[src/hw/ssq_pkg.sv]
// Purpose: Sequencer constants
// Assumes: AXI4-Lite map, one word per register
// Notes: Timing fields hold count minus one (or minus two)
package ssq_pkg;
  // Register byte offsets
  localparam logic [31:0] ADDR_CTRL = 32'h0000_0000;
  localparam logic [31:0] ADDR_TIMING = 32'h0000_0004;
  localparam logic [31:0] ADDR_REFRESH = 32'h0000_0008;
  localparam logic [31:0] ADDR_STATUS = 32'h0000_000C;
  // Control bits
  localparam int CTRL_START = 0;
  localparam int CTRL_CKOFF = 1;
  // Timing field positions, four bits each
  localparam int TF_RAS_CAS = 0;
  localparam int TF_CAS_RD = 4;
  localparam int TF_RD_PCHG = 8;
  localparam int TF_WR_PCHG = 12;
  localparam int TF_ROW_PCHG = 16;
  localparam int TF_MRS_IDLE = 20;
  localparam int TF_ROW_CYC = 24;
  // Reset values: slowest timing until software programs it
  localparam logic [31:0] CTRL_RESET = 32'h0000_0000;
  localparam logic [31:0] TIMING_RESET = 32'h0FFF_FFFF;
  localparam logic [14:0] REFRESH_MIN = 15'h0080;
  localparam logic [14:0] REFRESH_MAX = 15'h4000;
  localparam logic [1:0] BURST_LAST = 2'h3;
  localparam logic [12:0] ADDR_ALL_BANKS = 13'h0400;
  localparam logic [2:0] MODE_BURST4 = 3'h2;
  localparam logic [1:0] RESP_OKAY = 2'h0;
  localparam logic [1:0] RESP_SLVERR = 2'h2;
  // SDRAM commands as {ras_n, cas_n, we_n}
  typedef enum logic [2:0] {
    CMD_MRS = 3'b000, CMD_REF = 3'b001, CMD_PRE = 3'b010, CMD_ACT = 3'b011,
    CMD_WR = 3'b100, CMD_RD = 3'b101, CMD_NOP = 3'b111
  } ssq_cmd_e;
  // Sequencer states
  typedef enum logic [3:0] {
    S_RESET = 4'h0, S_PALL = 4'h1, S_IREF = 4'h2, S_MRS = 4'h3, S_IDLE = 4'h4,
    S_ACT = 4'h5, S_RD = 4'h6, S_WR = 4'h7, S_WBURST = 4'h8, S_PRE = 4'h9,
    S_REF = 4'hA, S_CKOFF = 4'hB, S_WAIT = 4'hC
  } ssq_state_e;
endpackage : ssq_pkg

[src/hw/ssq_sequencer.sv]
// Purpose: SDR SDRAM command sequencer with programmable timing
// Assumes: clk 100 MHz; memory bus clock is clk/2, commands change at its fall
// Notes: Close-page policy, every access ends with a precharge
// Functional notes
// - Column command follows activate by the programmed 1..16 bus clocks or more.
// - First read word is sampled after the programmed 1..16 bus clock latency.
// - Precharge delays are 1..16 clocks and refresh interval 128..16K clocks.
// - After the power-on precharge the row precharge time passes before the initial refresh.
// - After a mode register set, 2..17 idle clocks pass before any command.
// - After a refresh, the row cycle time passes before the next row strobe.
// - Leaving clock-off mode, the row cycle time passes before any access.
// - Every read and write is a burst of exactly four transfers.
// - Four memory clock outputs copy the forwarded memory clock.
// - Memory port has 64 data, 8 mask, 13 address, 2 bank, 4 select, 2 enable lines.
//
// The register addresses and the AXI4-Lite slave port were chosen for this implementation.
`timescale 1ns/1ps
module ssq_sequencer #(
  parameter logic [14:0] REFRESH_RESET = 15'h4000
) (
  input wire logic clk,
  input wire logic reset_n,
  input wire logic [31:0] awaddr,
  input wire logic awvalid,
  output logic awready,
  input wire logic [31:0] wdata,
  input wire logic [3:0] wstrb,
  input wire logic wvalid,
  output logic wready,
  output logic [1:0] bresp,
  output logic bvalid,
  input wire logic bready,
  input wire logic [31:0] araddr,
  input wire logic arvalid,
  output logic arready,
  output logic [31:0] rdata,
  output logic [1:0] rresp,
  output logic rvalid,
  input wire logic rready,
  input wire logic reqValid,
  output logic reqReady,
  input wire logic reqWrite,
  input wire logic [28:0] reqAddr,
  input wire logic [255:0] reqData,
  input wire logic [7:0] reqMask,
  output logic rdValid,
  input wire logic rdReady,
  output logic [255:0] rdData,
  output logic forwardedMemClock,
  output logic [3:0] memClkCopies,
  input wire logic feedbackMemClock,
  output logic [3:0] csN,
  output logic [1:0] cke,
  output logic [12:0] memAddr,
  output logic [1:0] bankSel,
  output logic rasN,
  output logic casN,
  output logic weN,
  output logic [7:0] byteMaskLines,
  input wire logic [63:0] dqIn,
  output logic [63:0] dqOut,
  output logic dqOeN
);
  import ssq_pkg::*;

  logic [31:0] ctrl_reg, timing_reg, status;
  logic [14:0] refresh_reg, refInterval, refCnt_reg;
  logic awHave_reg, wHave_reg, doWrite, mappedW, mappedR;
  logic [31:0] awAddr_reg, wData_reg;
  logic [3:0] wStrb_reg;
  ssq_state_e state_reg, ret_reg;
  ssq_cmd_e cmd_reg;
  logic [4:0] cnt_reg, latCnt_reg;
  logic [4:0] nRasCas, nCasRd, nRdPchg, nWrPchg, nRowPchg, nMrsIdle, nRowCyc;
  logic memClk_reg, tick, initDone_reg, refDue_reg, have_reg, hWrite_reg;
  logic [28:0] hAddr_reg;
  logic [255:0] hData_reg, line_reg, buf0_reg, buf1_reg;
  logic [7:0] hMask_reg, mask_reg;
  logic [1:0] beat_reg, capBeat_reg, bufCnt_reg;
  logic [3:0] cs_reg;
  logic [1:0] cke_reg, bank_reg;
  logic [12:0] mAddr_reg;
  logic [63:0] dqOut_reg, dq0_reg, dq1_reg;
  logic oeN_reg, capArm_reg, push_reg, reserve_reg, rdValid_reg, reqReady_reg;
  logic [2:0] fb_reg;
  logic fbRise, pop, room;
  logic awready_reg, wready_reg, bvalid_reg, arready_reg, rvalid_reg;
  logic [1:0] bresp_reg, rresp_reg;
  logic [31:0] rdata_reg;

  // Byte-lane merge for AXI write strobes
  function automatic logic [31:0] merge(input logic [31:0] o, n, input logic [3:0] s);
    logic [31:0] r;
    r = o;
    for (int i = 0; i < 4; i++) begin
      if (s[i]) r[8*i +: 8] = n[8*i +: 8];
    end
    return r;
  endfunction : merge

  //////////////////////////////////////////////////////////////////////////////
  // Field decode to 1..16 and 2..17 counts
  assign nRasCas = 5'(timing_reg[TF_RAS_CAS +: 4]) + 5'd1;
  assign nCasRd = 5'(timing_reg[TF_CAS_RD +: 4]) + 5'd1;
  assign nRdPchg = 5'(timing_reg[TF_RD_PCHG +: 4]) + 5'd1;
  assign nWrPchg = 5'(timing_reg[TF_WR_PCHG +: 4]) + 5'd1;
  assign nRowPchg = 5'(timing_reg[TF_ROW_PCHG +: 4]) + 5'd1;
  assign nMrsIdle = 5'(timing_reg[TF_MRS_IDLE +: 4]) + 5'd2;
  assign nRowCyc = 5'(timing_reg[TF_ROW_CYC +: 4]) + 5'd2;
  // Out-of-range intervals are clamped rather than refused
  assign refInterval = (refresh_reg < REFRESH_MIN) ? REFRESH_MIN :
    (refresh_reg > REFRESH_MAX) ? REFRESH_MAX : refresh_reg;
  assign mappedW = awAddr_reg[31:4] == 28'h000_0000 && awAddr_reg[1:0] == 2'b00;
  assign mappedR = araddr[31:4] == 28'h000_0000 && araddr[1:0] == 2'b00;
  assign doWrite = awHave_reg && wHave_reg && !bvalid_reg;
  assign status = {26'h000_0000, bufCnt_reg, refDue_reg, (state_reg == S_CKOFF),
    (state_reg == S_IDLE), initDone_reg};

  //////////////////////////////////////////////////////////////////////////////
  // AXI write address and data, accepted in either order
  always_ff @(posedge clk) begin
    if (!reset_n) begin
      awHave_reg <= 1'b0;
      awready_reg <= 1'b0;
      awAddr_reg <= 32'h0000_0000;
      wHave_reg <= 1'b0;
      wready_reg <= 1'b0;
      wData_reg <= 32'h0000_0000;
      wStrb_reg <= 4'h0;
    end else begin
      if (awvalid && awready_reg) begin
        awHave_reg <= 1'b1;
        awAddr_reg <= awaddr;
        awready_reg <= 1'b0;
      end else if (doWrite) begin
        awHave_reg <= 1'b0;
        awready_reg <= 1'b1;
      end else awready_reg <= !awHave_reg;
      if (wvalid && wready_reg) begin
        wHave_reg <= 1'b1;
        wData_reg <= wdata;
        wStrb_reg <= wstrb;
        wready_reg <= 1'b0;
      end else if (doWrite) begin
        wHave_reg <= 1'b0;
        wready_reg <= 1'b1;
      end else wready_reg <= !wHave_reg;
    end
  end

  // Register update and write response; status writes ignored
  always_ff @(posedge clk) begin
    if (!reset_n) begin
      ctrl_reg <= CTRL_RESET;
      timing_reg <= TIMING_RESET;
      refresh_reg <= REFRESH_RESET;
      bvalid_reg <= 1'b0;
      bresp_reg <= RESP_OKAY;
    end else if (doWrite) begin
      bvalid_reg <= 1'b1;
      bresp_reg <= mappedW ? RESP_OKAY : RESP_SLVERR;
      if (awAddr_reg == ADDR_CTRL) ctrl_reg <= merge(ctrl_reg, wData_reg, wStrb_reg);
      if (awAddr_reg == ADDR_TIMING) timing_reg <= merge(timing_reg, wData_reg, wStrb_reg);
      if (awAddr_reg == ADDR_REFRESH) refresh_reg <= 15'(merge({17'h0_0000, refresh_reg},
        wData_reg, wStrb_reg));
    end else if (bready) bvalid_reg <= 1'b0;
  end

  // AXI read channel, answered one cycle after the address
  always_ff @(posedge clk) begin
    if (!reset_n) begin
      arready_reg <= 1'b0;
      rvalid_reg <= 1'b0;
      rdata_reg <= 32'h0000_0000;
      rresp_reg <= RESP_OKAY;
    end else if (arvalid && arready_reg) begin
      arready_reg <= 1'b0;
      rvalid_reg <= 1'b1;
      rresp_reg <= mappedR ? RESP_OKAY : RESP_SLVERR;
      unique case (araddr)
        ADDR_CTRL: rdata_reg <= ctrl_reg;
        ADDR_TIMING: rdata_reg <= timing_reg;
        ADDR_REFRESH: rdata_reg <= {17'h0_0000, refresh_reg};
        ADDR_STATUS: rdata_reg <= status;
        default: rdata_reg <= 32'h0000_0000;
      endcase
    end else if (rvalid_reg && rready) begin
      rvalid_reg <= 1'b0;
      arready_reg <= 1'b1;
    end else arready_reg <= !rvalid_reg;
  end

  //////////////////////////////////////////////////////////////////////////////
  // Memory clock divider; tick is the clk before each falling bus edge
  always_ff @(posedge clk) begin
    if (!reset_n) memClk_reg <= 1'b0;
    else memClk_reg <= !memClk_reg;
  end
  assign tick = memClk_reg;

  // Refresh interval counter; a new expiry wins over the clear
  always_ff @(posedge clk) begin
    if (!reset_n) begin
      refCnt_reg <= 15'h0000;
      refDue_reg <= 1'b0;
    end else if (tick && initDone_reg && state_reg != S_CKOFF) begin
      if (refCnt_reg >= refInterval - 15'h0001) begin
        refCnt_reg <= 15'h0000;
        refDue_reg <= 1'b1;
      end else begin
        refCnt_reg <= refCnt_reg + 15'h0001;
        if (state_reg == S_REF) refDue_reg <= 1'b0;
      end
    end
  end

  // Request holding; reads need a free buffer slot
  assign room = !reserve_reg && bufCnt_reg != 2'h2;
  always_ff @(posedge clk) begin
    if (!reset_n) begin
      have_reg <= 1'b0;
      reqReady_reg <= 1'b0;
      hWrite_reg <= 1'b0;
      hAddr_reg <= 29'h0000_0000;
      hData_reg <= '0;
      hMask_reg <= 8'h00;
    end else if (reqValid && reqReady_reg) begin
      have_reg <= 1'b1;
      reqReady_reg <= 1'b0;
      hWrite_reg <= reqWrite;
      hAddr_reg <= reqAddr;
      hData_reg <= reqData;
      hMask_reg <= reqMask;
    end else begin
      if (tick && state_reg == S_ACT) have_reg <= 1'b0;
      reqReady_reg <= !have_reg && room && initDone_reg && state_reg == S_IDLE;
    end
  end

  //////////////////////////////////////////////////////////////////////////////
  // Command sequencer; spacing counted in bus clocks
  task automatic arm(input logic [4:0] n, input ssq_state_e r);
    state_reg <= (n <= 5'd1) ? r : S_WAIT;
    cnt_reg <= n;
    ret_reg <= r;
  endtask : arm

  always_ff @(posedge clk) begin
    if (!reset_n) begin
      state_reg <= S_RESET;
      ret_reg <= S_IDLE;
      cnt_reg <= 5'd0;
      cmd_reg <= CMD_NOP;
      cs_reg <= 4'hF;
      cke_reg <= 2'b00;
      bank_reg <= 2'b00;
      mAddr_reg <= 13'h0000;
      beat_reg <= 2'h0;
      initDone_reg <= 1'b0;
    end else if (tick) begin
      cmd_reg <= CMD_NOP;
      cs_reg <= 4'hF;
      unique case (state_reg)
        S_RESET: if (ctrl_reg[CTRL_START]) begin
          cke_reg <= 2'b11;
          state_reg <= S_PALL;
        end
        S_PALL: begin
          cmd_reg <= CMD_PRE;
          cs_reg <= 4'h0;
          mAddr_reg <= ADDR_ALL_BANKS;
          arm(nRowPchg, S_IREF);
        end
        S_IREF: begin
          cmd_reg <= CMD_REF;
          cs_reg <= 4'h0;
          arm(nRowCyc, S_MRS);
        end
        S_MRS: begin
          cmd_reg <= CMD_MRS;
          cs_reg <= 4'h0;
          bank_reg <= 2'b00;
          mAddr_reg <= {6'h00, nCasRd[2:0], 1'b0, MODE_BURST4};
          arm(nMrsIdle, S_IDLE);
        end
        // Rows are always closed here, so a refresh may go at once
        S_IDLE: begin
          initDone_reg <= 1'b1;
          if (refDue_reg) state_reg <= S_REF;
          else if (ctrl_reg[CTRL_CKOFF]) begin
            cke_reg <= 2'b00;
            state_reg <= S_CKOFF;
          end else if (have_reg) state_reg <= S_ACT;
        end
        S_CKOFF: if (!ctrl_reg[CTRL_CKOFF]) begin
          cke_reg <= 2'b11;
          arm(nRowCyc, S_IDLE);
        end
        S_ACT: begin
          cmd_reg <= CMD_ACT;
          cs_reg <= ~(4'h1 << hAddr_reg[28:27]);
          bank_reg <= hAddr_reg[26:25];
          mAddr_reg <= hAddr_reg[22:10];
          arm(nRasCas, hWrite_reg ? S_WR : S_RD);
        end
        S_RD: begin
          cmd_reg <= CMD_RD;
          cs_reg <= ~(4'h1 << hAddr_reg[28:27]);
          mAddr_reg <= {3'h0, hAddr_reg[9:0]};
          arm(nRdPchg, S_PRE);
        end
        S_WR: begin
          cmd_reg <= CMD_WR;
          cs_reg <= ~(4'h1 << hAddr_reg[28:27]);
          mAddr_reg <= {3'h0, hAddr_reg[9:0]};
          beat_reg <= 2'h1;
          state_reg <= S_WBURST;
        end
        S_WBURST: begin
          beat_reg <= beat_reg + 2'h1;
          if (beat_reg == BURST_LAST) arm(nWrPchg, S_PRE);
        end
        S_PRE: begin
          cmd_reg <= CMD_PRE;
          cs_reg <= 4'h0;
          mAddr_reg <= ADDR_ALL_BANKS;
          arm(nRowPchg, S_IDLE);
        end
        S_REF: begin
          cmd_reg <= CMD_REF;
          cs_reg <= 4'h0;
          arm(nRowCyc, S_IDLE);
        end
        S_WAIT: begin
          cnt_reg <= cnt_reg - 5'd1;
          if (cnt_reg <= 5'd2) state_reg <= ret_reg;
        end
        default: state_reg <= S_RESET;
      endcase
    end
  end

  // Write data: four beats, then release
  always_ff @(posedge clk) begin
    if (!reset_n) begin
      dqOut_reg <= '0;
      oeN_reg <= 1'b1;
      mask_reg <= 8'h00;
    end else if (tick) begin
      if (state_reg == S_WR || state_reg == S_WBURST) begin
        dqOut_reg <= hData_reg[64*beat_reg +: 64];
        oeN_reg <= 1'b0;
        mask_reg <= hMask_reg;
      end else begin
        oeN_reg <= 1'b1;
        mask_reg <= 8'h00;
      end
    end
  end

  //////////////////////////////////////////////////////////////////////////////
  // Feedback clock and data synchronisers
  always_ff @(posedge clk) begin
    if (!reset_n) begin
      fb_reg <= 3'h0;
      dq0_reg <= '0;
      dq1_reg <= '0;
    end else begin
      fb_reg <= {fb_reg[1:0], feedbackMemClock};
      dq0_reg <= dqIn;
      dq1_reg <= dq0_reg;
    end
  end
  assign fbRise = fb_reg[1] && !fb_reg[2];

  // Read capture: latency, then four words on feedback edges
  always_ff @(posedge clk) begin
    if (!reset_n) begin
      latCnt_reg <= 5'd0;
      capArm_reg <= 1'b0;
      capBeat_reg <= 2'h0;
      line_reg <= '0;
      push_reg <= 1'b0;
    end else begin
      push_reg <= 1'b0;
      if (tick && state_reg == S_RD) begin
        latCnt_reg <= nCasRd;
        capArm_reg <= 1'b1;
        capBeat_reg <= 2'h0;
      end else if (tick && latCnt_reg != 5'd0) latCnt_reg <= latCnt_reg - 5'd1;
      else if (capArm_reg && latCnt_reg == 5'd0 && fbRise) begin
        line_reg[64*capBeat_reg +: 64] <= dq1_reg;
        capBeat_reg <= capBeat_reg + 2'h1;
        if (capBeat_reg == BURST_LAST) begin
          capArm_reg <= 1'b0;
          push_reg <= 1'b1;
        end
      end
    end
  end

  // Two-entry read buffer; slot zero drives the output
  assign pop = rdValid_reg && rdReady;
  always_ff @(posedge clk) begin
    if (!reset_n) begin
      buf0_reg <= '0;
      buf1_reg <= '0;
      bufCnt_reg <= 2'h0;
      rdValid_reg <= 1'b0;
      reserve_reg <= 1'b0;
    end else begin
      if (reqValid && reqReady_reg && !reqWrite) reserve_reg <= 1'b1;
      else if (push_reg) reserve_reg <= 1'b0;
      if (push_reg && (bufCnt_reg == 2'h0 || (pop && bufCnt_reg == 2'h1))) buf0_reg <= line_reg;
      else if (pop) buf0_reg <= buf1_reg;
      if (push_reg && ((bufCnt_reg == 2'h1 && !pop) || bufCnt_reg == 2'h2)) buf1_reg <= line_reg;
      bufCnt_reg <= bufCnt_reg + {1'b0, push_reg} - {1'b0, pop};
      rdValid_reg <= (bufCnt_reg + {1'b0, push_reg} - {1'b0, pop}) != 2'h0;
    end
  end

  //////////////////////////////////////////////////////////////////////////////
  // Output drive, all from flip-flops
  assign awready = awready_reg;
  assign wready = wready_reg;
  assign bvalid = bvalid_reg;
  assign bresp = bresp_reg;
  assign arready = arready_reg;
  assign rvalid = rvalid_reg;
  assign rdata = rdata_reg;
  assign rresp = rresp_reg;
  assign reqReady = reqReady_reg;
  assign rdValid = rdValid_reg;
  assign rdData = buf0_reg;
  assign forwardedMemClock = memClk_reg;
  assign memClkCopies = {4{memClk_reg}};
  assign csN = cs_reg;
  assign cke = cke_reg;
  assign memAddr = mAddr_reg;
  assign bankSel = bank_reg;
  assign rasN = cmd_reg[2];
  assign casN = cmd_reg[1];
  assign weN = cmd_reg[0];
  assign byteMaskLines = mask_reg;
  assign dqOut = dqOut_reg;
  assign dqOeN = oeN_reg;
endmodule : ssq_sequencer

[config.mk]
export PLATFORM = sky130hd
export DESIGN_NAME = ssq_sequencer
export DESIGN_NICKNAME = d
export VERILOG_FILES = /design/src/hw/ssq_pkg.sv /design/src/hw/ssq_sequencer.sv
export SDC_FILE = /design/constraint.sdc
export NUM_CORES = 2
export LEC_CHECK = 0
export BUFFER_PORTS_ARGS = -buffer_cell sky130_fd_sc_hd__buf_2
export CAP_MARGIN = 20
export CORE_ASPECT_RATIO = 1.5
export CORE_MARGIN = 10
export CORE_UTILIZATION = 45
export CTS_CLUSTER_DIAMETER = 40
export DETAILED_ROUTE_END_ITERATION = 8
export GPL_ROUTABILITY_DRIVEN = 1
export GPL_TIMING_DRIVEN = 0
export PLACE_DENSITY = 0.63
export SLEW_MARGIN = 10
export SYNTH_ARGS = -nofsm -noshare
export SYNTH_HDL_FRONTEND = slang
export SYNTH_SLANG_ARGS = --single-unit
export TNS_END_PERCENT = 100
[constraint.sdc]
create_clock -name clk -period 4.87 [get_ports clk]
set_input_delay 0.487 -clock clk [delete_from_list [all_inputs] [get_ports clk]]
set_output_delay 0.487 -clock clk [all_outputs]
set_load 0.01 [all_outputs]
# --- Yosys cells after proc, flatten, opt, wreduce, memory -nomap -nowiden ---
# Index checks and enable logic that the tools add are counted.
totals:
  in_bits: 468
  register_bits: 1528
  output_inout_bits: 401
  elab_cells: 294
classes:
  n_addsub: 16
  n_shift: 4
  n_reduce_logical: 103
  muxes: 67
  bitwise: 5
  eq_ne: 31
  order_cmp: 10
ops:
  columns: ["operator", "n"]
  rows:
  - ["2-to-1 mux 256 bit", 2]
  - ["bitwise mux 256 bit", 1]
  - ["variable shift 64 x 34 -> 256 bit, first input constant", 1]
  - ["indexed part select 256 x 9 -> 64 bit", 1]
  - ["indexed part select 64 x 34 -> 256 bit", 1]
  - ["one-hot mux 32 bit (4 select lines)", 1]
  - ["equality test 32 x 4 -> 1 bit, second input constant", 3]
  - ["equality test 32 x 3 -> 1 bit, second input constant", 2]
  - ["logical NOT 32 bit", 2]
  - ["2-to-1 mux 4 bit", 15]
  - ["logical NOT 28 bit", 2]
  - ["one-hot mux 13 bit (4 select lines)", 1]
  - ["one-hot mux 4 bit (13 select lines)", 1]
  - ["2-to-1 mux 15 bit", 3]
  - ["one-hot mux 5 bit (8 select lines)", 1]
  - ["AND reduction 3 bit", 12]
  - ["negator 8 -> 34 bit", 1]
  - ["less-or-equal comparator 5 x 1 -> 1 bit, second input constant", 6]
  - ["one-hot mux 4 bit (7 select lines)", 1]
  - ["nonzero test 2 bit", 14]
  - ["logical AND 1 bit", 27]
  - ["adder 4 x 1 -> 5 bit, second input constant", 5]
  - ["2-to-1 mux 1 bit", 23]
  - ["equality test 4 bit, second input constant", 5]
  - ["47 further kinds", 105]

# --- Longest topological paths before layout ---
depth:
  ltp_word: 7
  mapped_depth: 17
  ltp_nobuf: 14

# --- Worst setup path after synthesis ---
# OpenSTA, ideal clock, no wires.
synth_timing:
  kind: "register to register"
  startpoint: "reg refresh_reg[10]"
  endpoint: "reg refCnt_reg[10]"
  slack_ns: 1.297
  arrival_ns: 3.445
  period_less_slack_ns: 3.573
  stages_incl_launch_ff: 18
  t_required_ns: 4.742
  path_buffers: 3
  cell_sequence: "dfxtp_1 -> clkbuf_1 -> nor4_1 -> a21oi_2 -> nand2_1 -> ha_1 -> clkbuf_1 -> nand2_1 -> o311ai_1 -> o21a_1 -> ha_1 -> nand4_1 -> nor3_1 -> a21oi_1 -> o21ai_0 -> a21o_1 -> clkbuf_1 -> nor2_1"
synth_via:
  elab_chain_len: 6
  elab_cells_between_ends: 7
  classes_between: "add/sub: 1; order compare: 3; mux: 3"
synth_rtl:
  columns: ["item", "line_no", "source"]
  rows:
  - ["from (decl)", "ssq_sequencer.sv:67", "logic [14:0] refresh_reg, refInterval, refCnt_reg;"]
  - ["from (signal assigned)", "ssq_sequencer.sv:164", "if (awAddr_reg == ADDR_REFRESH) refresh_reg <= 15'(merge({17'h0_0000, refresh_reg},"]
  - ["> comparator 15 bit", "ssq_sequencer.sv:112", "(refresh_reg > REFRESH_MAX) ? REFRESH_MAX : refresh_reg;"]
  - ["2-to-1 mux 15 bit", "ssq_sequencer.sv:112", null]
  - ["2-to-1 mux 15 bit (*)", "ssq_sequencer.sv:111", "assign refInterval = (refresh_reg < REFRESH_MIN) ? REFRESH_MIN :"]
  - ["subtractor 15 x 1 -> 15 bit (*)", "ssq_sequencer.sv:207", "if (refCnt_reg >= refInterval - 15'h0001) begin"]
  - [">= comparator 15 bit (*)", "ssq_sequencer.sv:207", null]
  - ["2-to-1 mux 15 bit (*)", "ssq_sequencer.sv:207", null]
  - ["to (signal assigned)", "ssq_sequencer.sv:211", "refCnt_reg <= refCnt_reg + 15'h0001;"]
  - ["to (decl)", "ssq_sequencer.sv:67", null]
# Every way passes the cells marked *; elsewhere a longest branch is shown, timed or not.
# A chain may end at the register's enable or synchronous reset.

# --- Final worst setup path ---
layout_timing:
  startpoint: "reg refresh_reg[10]"
  endpoint: "reg refCnt_reg[4]"
# The elaborated chain is that of the path after synthesis.

==> out/qor.csv <==
stage,metric,value,unit
sta,finClkSkew,0.04251,ns
clock_tree,root_buffer,clkbuf_16,
logic_synthesis,ys_seq_area_share,53.21,%
logic_synthesis,ys_types,78,
power,ir_drop,0.3664,mV
layout,drive_gt1_share,16.95,%
sta,fin_tns_setup,0,ns
layout,layoutNonFillerInstCount,9844,
clock_tree,cts.clk_slew.worst_paths,0.06,ns
routing,wl,243000,um
clock_tree,clock-sinks,1523,
setup_path,cp.required,5.54,ns
routing,avgViaCountPerCell,5.590,
placed_design,dp.cells,9090,
logic_synthesis,dominantRegCellSynth,dfxtp_1,
die,dieArea,142300,um2
placed_design,io_buffers,862,
setup_path,end_kind,flip-flop,
layout,layout_commonest_cell,nand2_1,
clock_tree,cts_tree,yes,
layout,nNetsFinal,8471,
sta,worst_pin_slew,1.146,ns
logic_synthesis,ys_ff_latch,1523,
routing,first_iter_violations,5757,
run_status,status,"finished, violations left",
placed_design,gp_congestion,0.9828,
sta,min_period,4.327,ns
clock_tree,numCtsBuffers,164,
setup_path,arrival,5.00,ns
sta,hold_viol,0,
die,num_rows,160,
layout,multiInputGateArea,23970,um2
die,die_h,457.0,um
sta,max_freq,0.2311,GHz
die,start_util,45.22,%
global_route,grt_pass1_wl,350200,um
power,p_leak,28.00,nW
routing,drt-pass1-iter-count,9,
logic_synthesis,yosys_warnings,0,
logic_synthesis,synthesis.area,57300,um2
setup_path,critPathMaxFanout,10,
clock_tree,htreeDepth,4,
setup_path,worst_setup_path_start_kind,flip-flop,
placed_design,dp_hpwl,186000,um
sta,setup_viol,0,
logic_synthesis,syn_area_per_cell,8.795,um2
global_route,grt_max_degree,17,
sta,period_share,88.85,%
global_route,grt_pass1_vias,53920,
logic_synthesis,postSynthCellCount,6515,
die,ios,869,
global_route,grt-ovfl-total,0,
routing,wl_per_cell,24.69,um
layout,final_cell_mix,"1746 x nand2_1, 1523 x dfxtp_1, 912 x buf_2, 871 x a21oi_1, 422 x clkbuf_1",
clock_tree,clock_path_buffers,3,
power,power.density,368.7,nW/um2
global_route,grt.total_usage,32.61,%
routing,vias,55030,
global_route,antenna_found_initial,49,
layout,syn2layout_area_growth,28.65,%
die,core,126700,um2
setup_path,critical_path_class,reg -> reg,
run_status,violations,DRC,
worst_hold_path,hold_path.class,in -> reg,
logic_synthesis,synth_enable_flop_cells,0,
routing,drc_errors,5,
sta,timing.slew.headroom,23.58,%
sta,drv_slew,0,
routing,postRouteAntennaNets,0,
die,die_x,311.4,um
sta,rsz0062_at_grt,false,
logic_synthesis,synthArstFlopShare,0,%
layout,register_area,30490,um2
run,drv_cap,0,
layout,num-fill-cells,11390,
clock_tree,clk_latency,0.82,ns
Yosys cell counts, types with 6 or more instances:
cell type	instances	area (um2)
a211oi_1	13	97.59
a21boi_0	135	1013
a21oi_1	871	4359
a221oi_1	6	52.55
a222oi_1	260	2603
a22o_1	7	61.31
a22oi_1	39	292.8
and2_1	148	925.9
and3_1	11	68.82
buf_1	23	86.33
buf_12	24	480.5
buf_2	50	250.2
buf_4	9	67.56
buf_6	28	315.3
clkbuf_1	407	1528
dfxtp_1	1523	30490
ha_1	40	500.5
inv_1	36	135.1
mux2i_1	90	900.9
mux4_2	70	1577
nand2_1	1746	6554
nand2b_1	13	81.33
nand3_1	278	1391
nand4_1	13	81.33
nor2_1	417	1565
nor2b_1	15	93.84
nor3_1	14	70.07
nor4_1	28	175.2
o21ai_0	63	315.3
xnor2_1	18	157.7
xor2_1	23	201.4
report_power, final:
part / internal (W) / switching, W
logic: 0.000592 / 0.00100
clock network: 0.00746 / 0.00547
registers: 0.0126 / 0.000106
total: 0.0206 / 0.00658
area by class of cell:
class                           count  share of cell area (%)
Antenna cell                       38                  0.1290
Buffer                            541                   3.720
Clock buffer                      222                   6.375
Clock inverter                     86                   1.256
Inverter                           39                  0.1986
Multi-Input combinational cell   4413                   32.51
Sequential cell                  1523                   41.36
Tap cell                         1701                   2.887
Timing Repair Buffer             1281                   11.57
critical path, stage by stage (launching register included):
cell	delay [ns]
dfxtp_1	0.29
clkbuf_1	0.19
nor4_2	0.52
a21oi_2	0.22
nand2_1	0.15
ha_1	0.15
clkbuf_1	0.27
nand2_1	0.17
o311ai_1	0.25
o21a_1	0.16
ha_1	0.14
nand4_1	0.12
nor3_1	0.18
a21oi_1	0.08
o21ai_0	0.51
a21o_1	0.30
clkbuf_1	0.38
nor2_1	0.11
layer usage:
| metal | vias up | track usage, % | share of wire [%] | wire [um] |
|---|---|---|---|---|
| li1 | 25460 | - | - | - |
| met1 | 26300 | 35.55 | 36 | 88050 |
| met2 | 2625 | 56.01 | 48 | 117100 |
| met3 | 631 | 8.567 | 8.8 | 21300 |
| met4 | 22 | 20.29 | 6.8 | 16430 |
| met5 | - | 0 | 0.058 | 141 |
logic make-up (layout without fill, tap and decap cells):
logic type                 after synthesis  after routing  share of synthesized area [%]
AOI/OAI and AO/OA                     1450           1450                          16.15
xor gates and xnor gates                41             41                         0.6267
adders and majority gates               40             40                         0.8734
buffers and inverters                  580           2169                          5.015
DFF                                   1523           1523                          53.21
muxes                                  161            161                          4.343
other                                    1             40                       0.006544
and+or+nand+nor                       2719           2719                          19.78
what timing repair did:
| item | in CTS | in global routing |
|---|---|---|
| hold endpoints to repair | 407 | 0 |
| resized for setup | 0 | 2 |
| hold buffers | 407 | 0 |
| setup buffers | 0 | 0 |
| endpoints found under the setup margin | 0 | 10 |
stage by stage:
stage / setup slack [ns] / power (W) / hold slack, ns / util, % / instance area (um2)
6_report: 0.5432 / 0.02718 / 0.04618 / 58.18 / 73720
2_1_floorplan: 1.297 / 0.01350 / 0.4119 / - / 57310
3_3_place_gp: 0.4339 / 0.01420 / 0.4131 / 50.31 / 63750
5_1_grt: 0.001434 / 0.02787 / 0.01051 / 58.14 / 73680
4_1_cts: 0.2945 / 0.02725 / 0.0002860 / 58.09 / 73610
3_5_place_dp: 0.3230 / 0.01422 / 0.4186 / 50.43 / 63910
final timing paths:
| check | from | to | slack [ns] | depth (start not counted) |
|---|---|---|---|---|
| min | reqMask[2] | hMask_reg[2]$_SDFFE_PN0P_ | 0.05 | 3 |
| max | refresh_reg[10]$_SDFFE_PN0P_ | refCnt_reg[4]$_SDFFE_PN0P_ | 0.54 | 17 |
| max reg2reg | refresh_reg[10]$_SDFFE_PN0P_ | refCnt_reg[4]$_SDFFE_PN0P_ | 0.54 | 17 |
| min reg2reg | dq0_reg[14]$_SDFF_PN0_ | dq1_reg[14]$_SDFF_PN0_ | 0.41 | 1 |
Note: power is estimated with default switching activity, not from simulation.
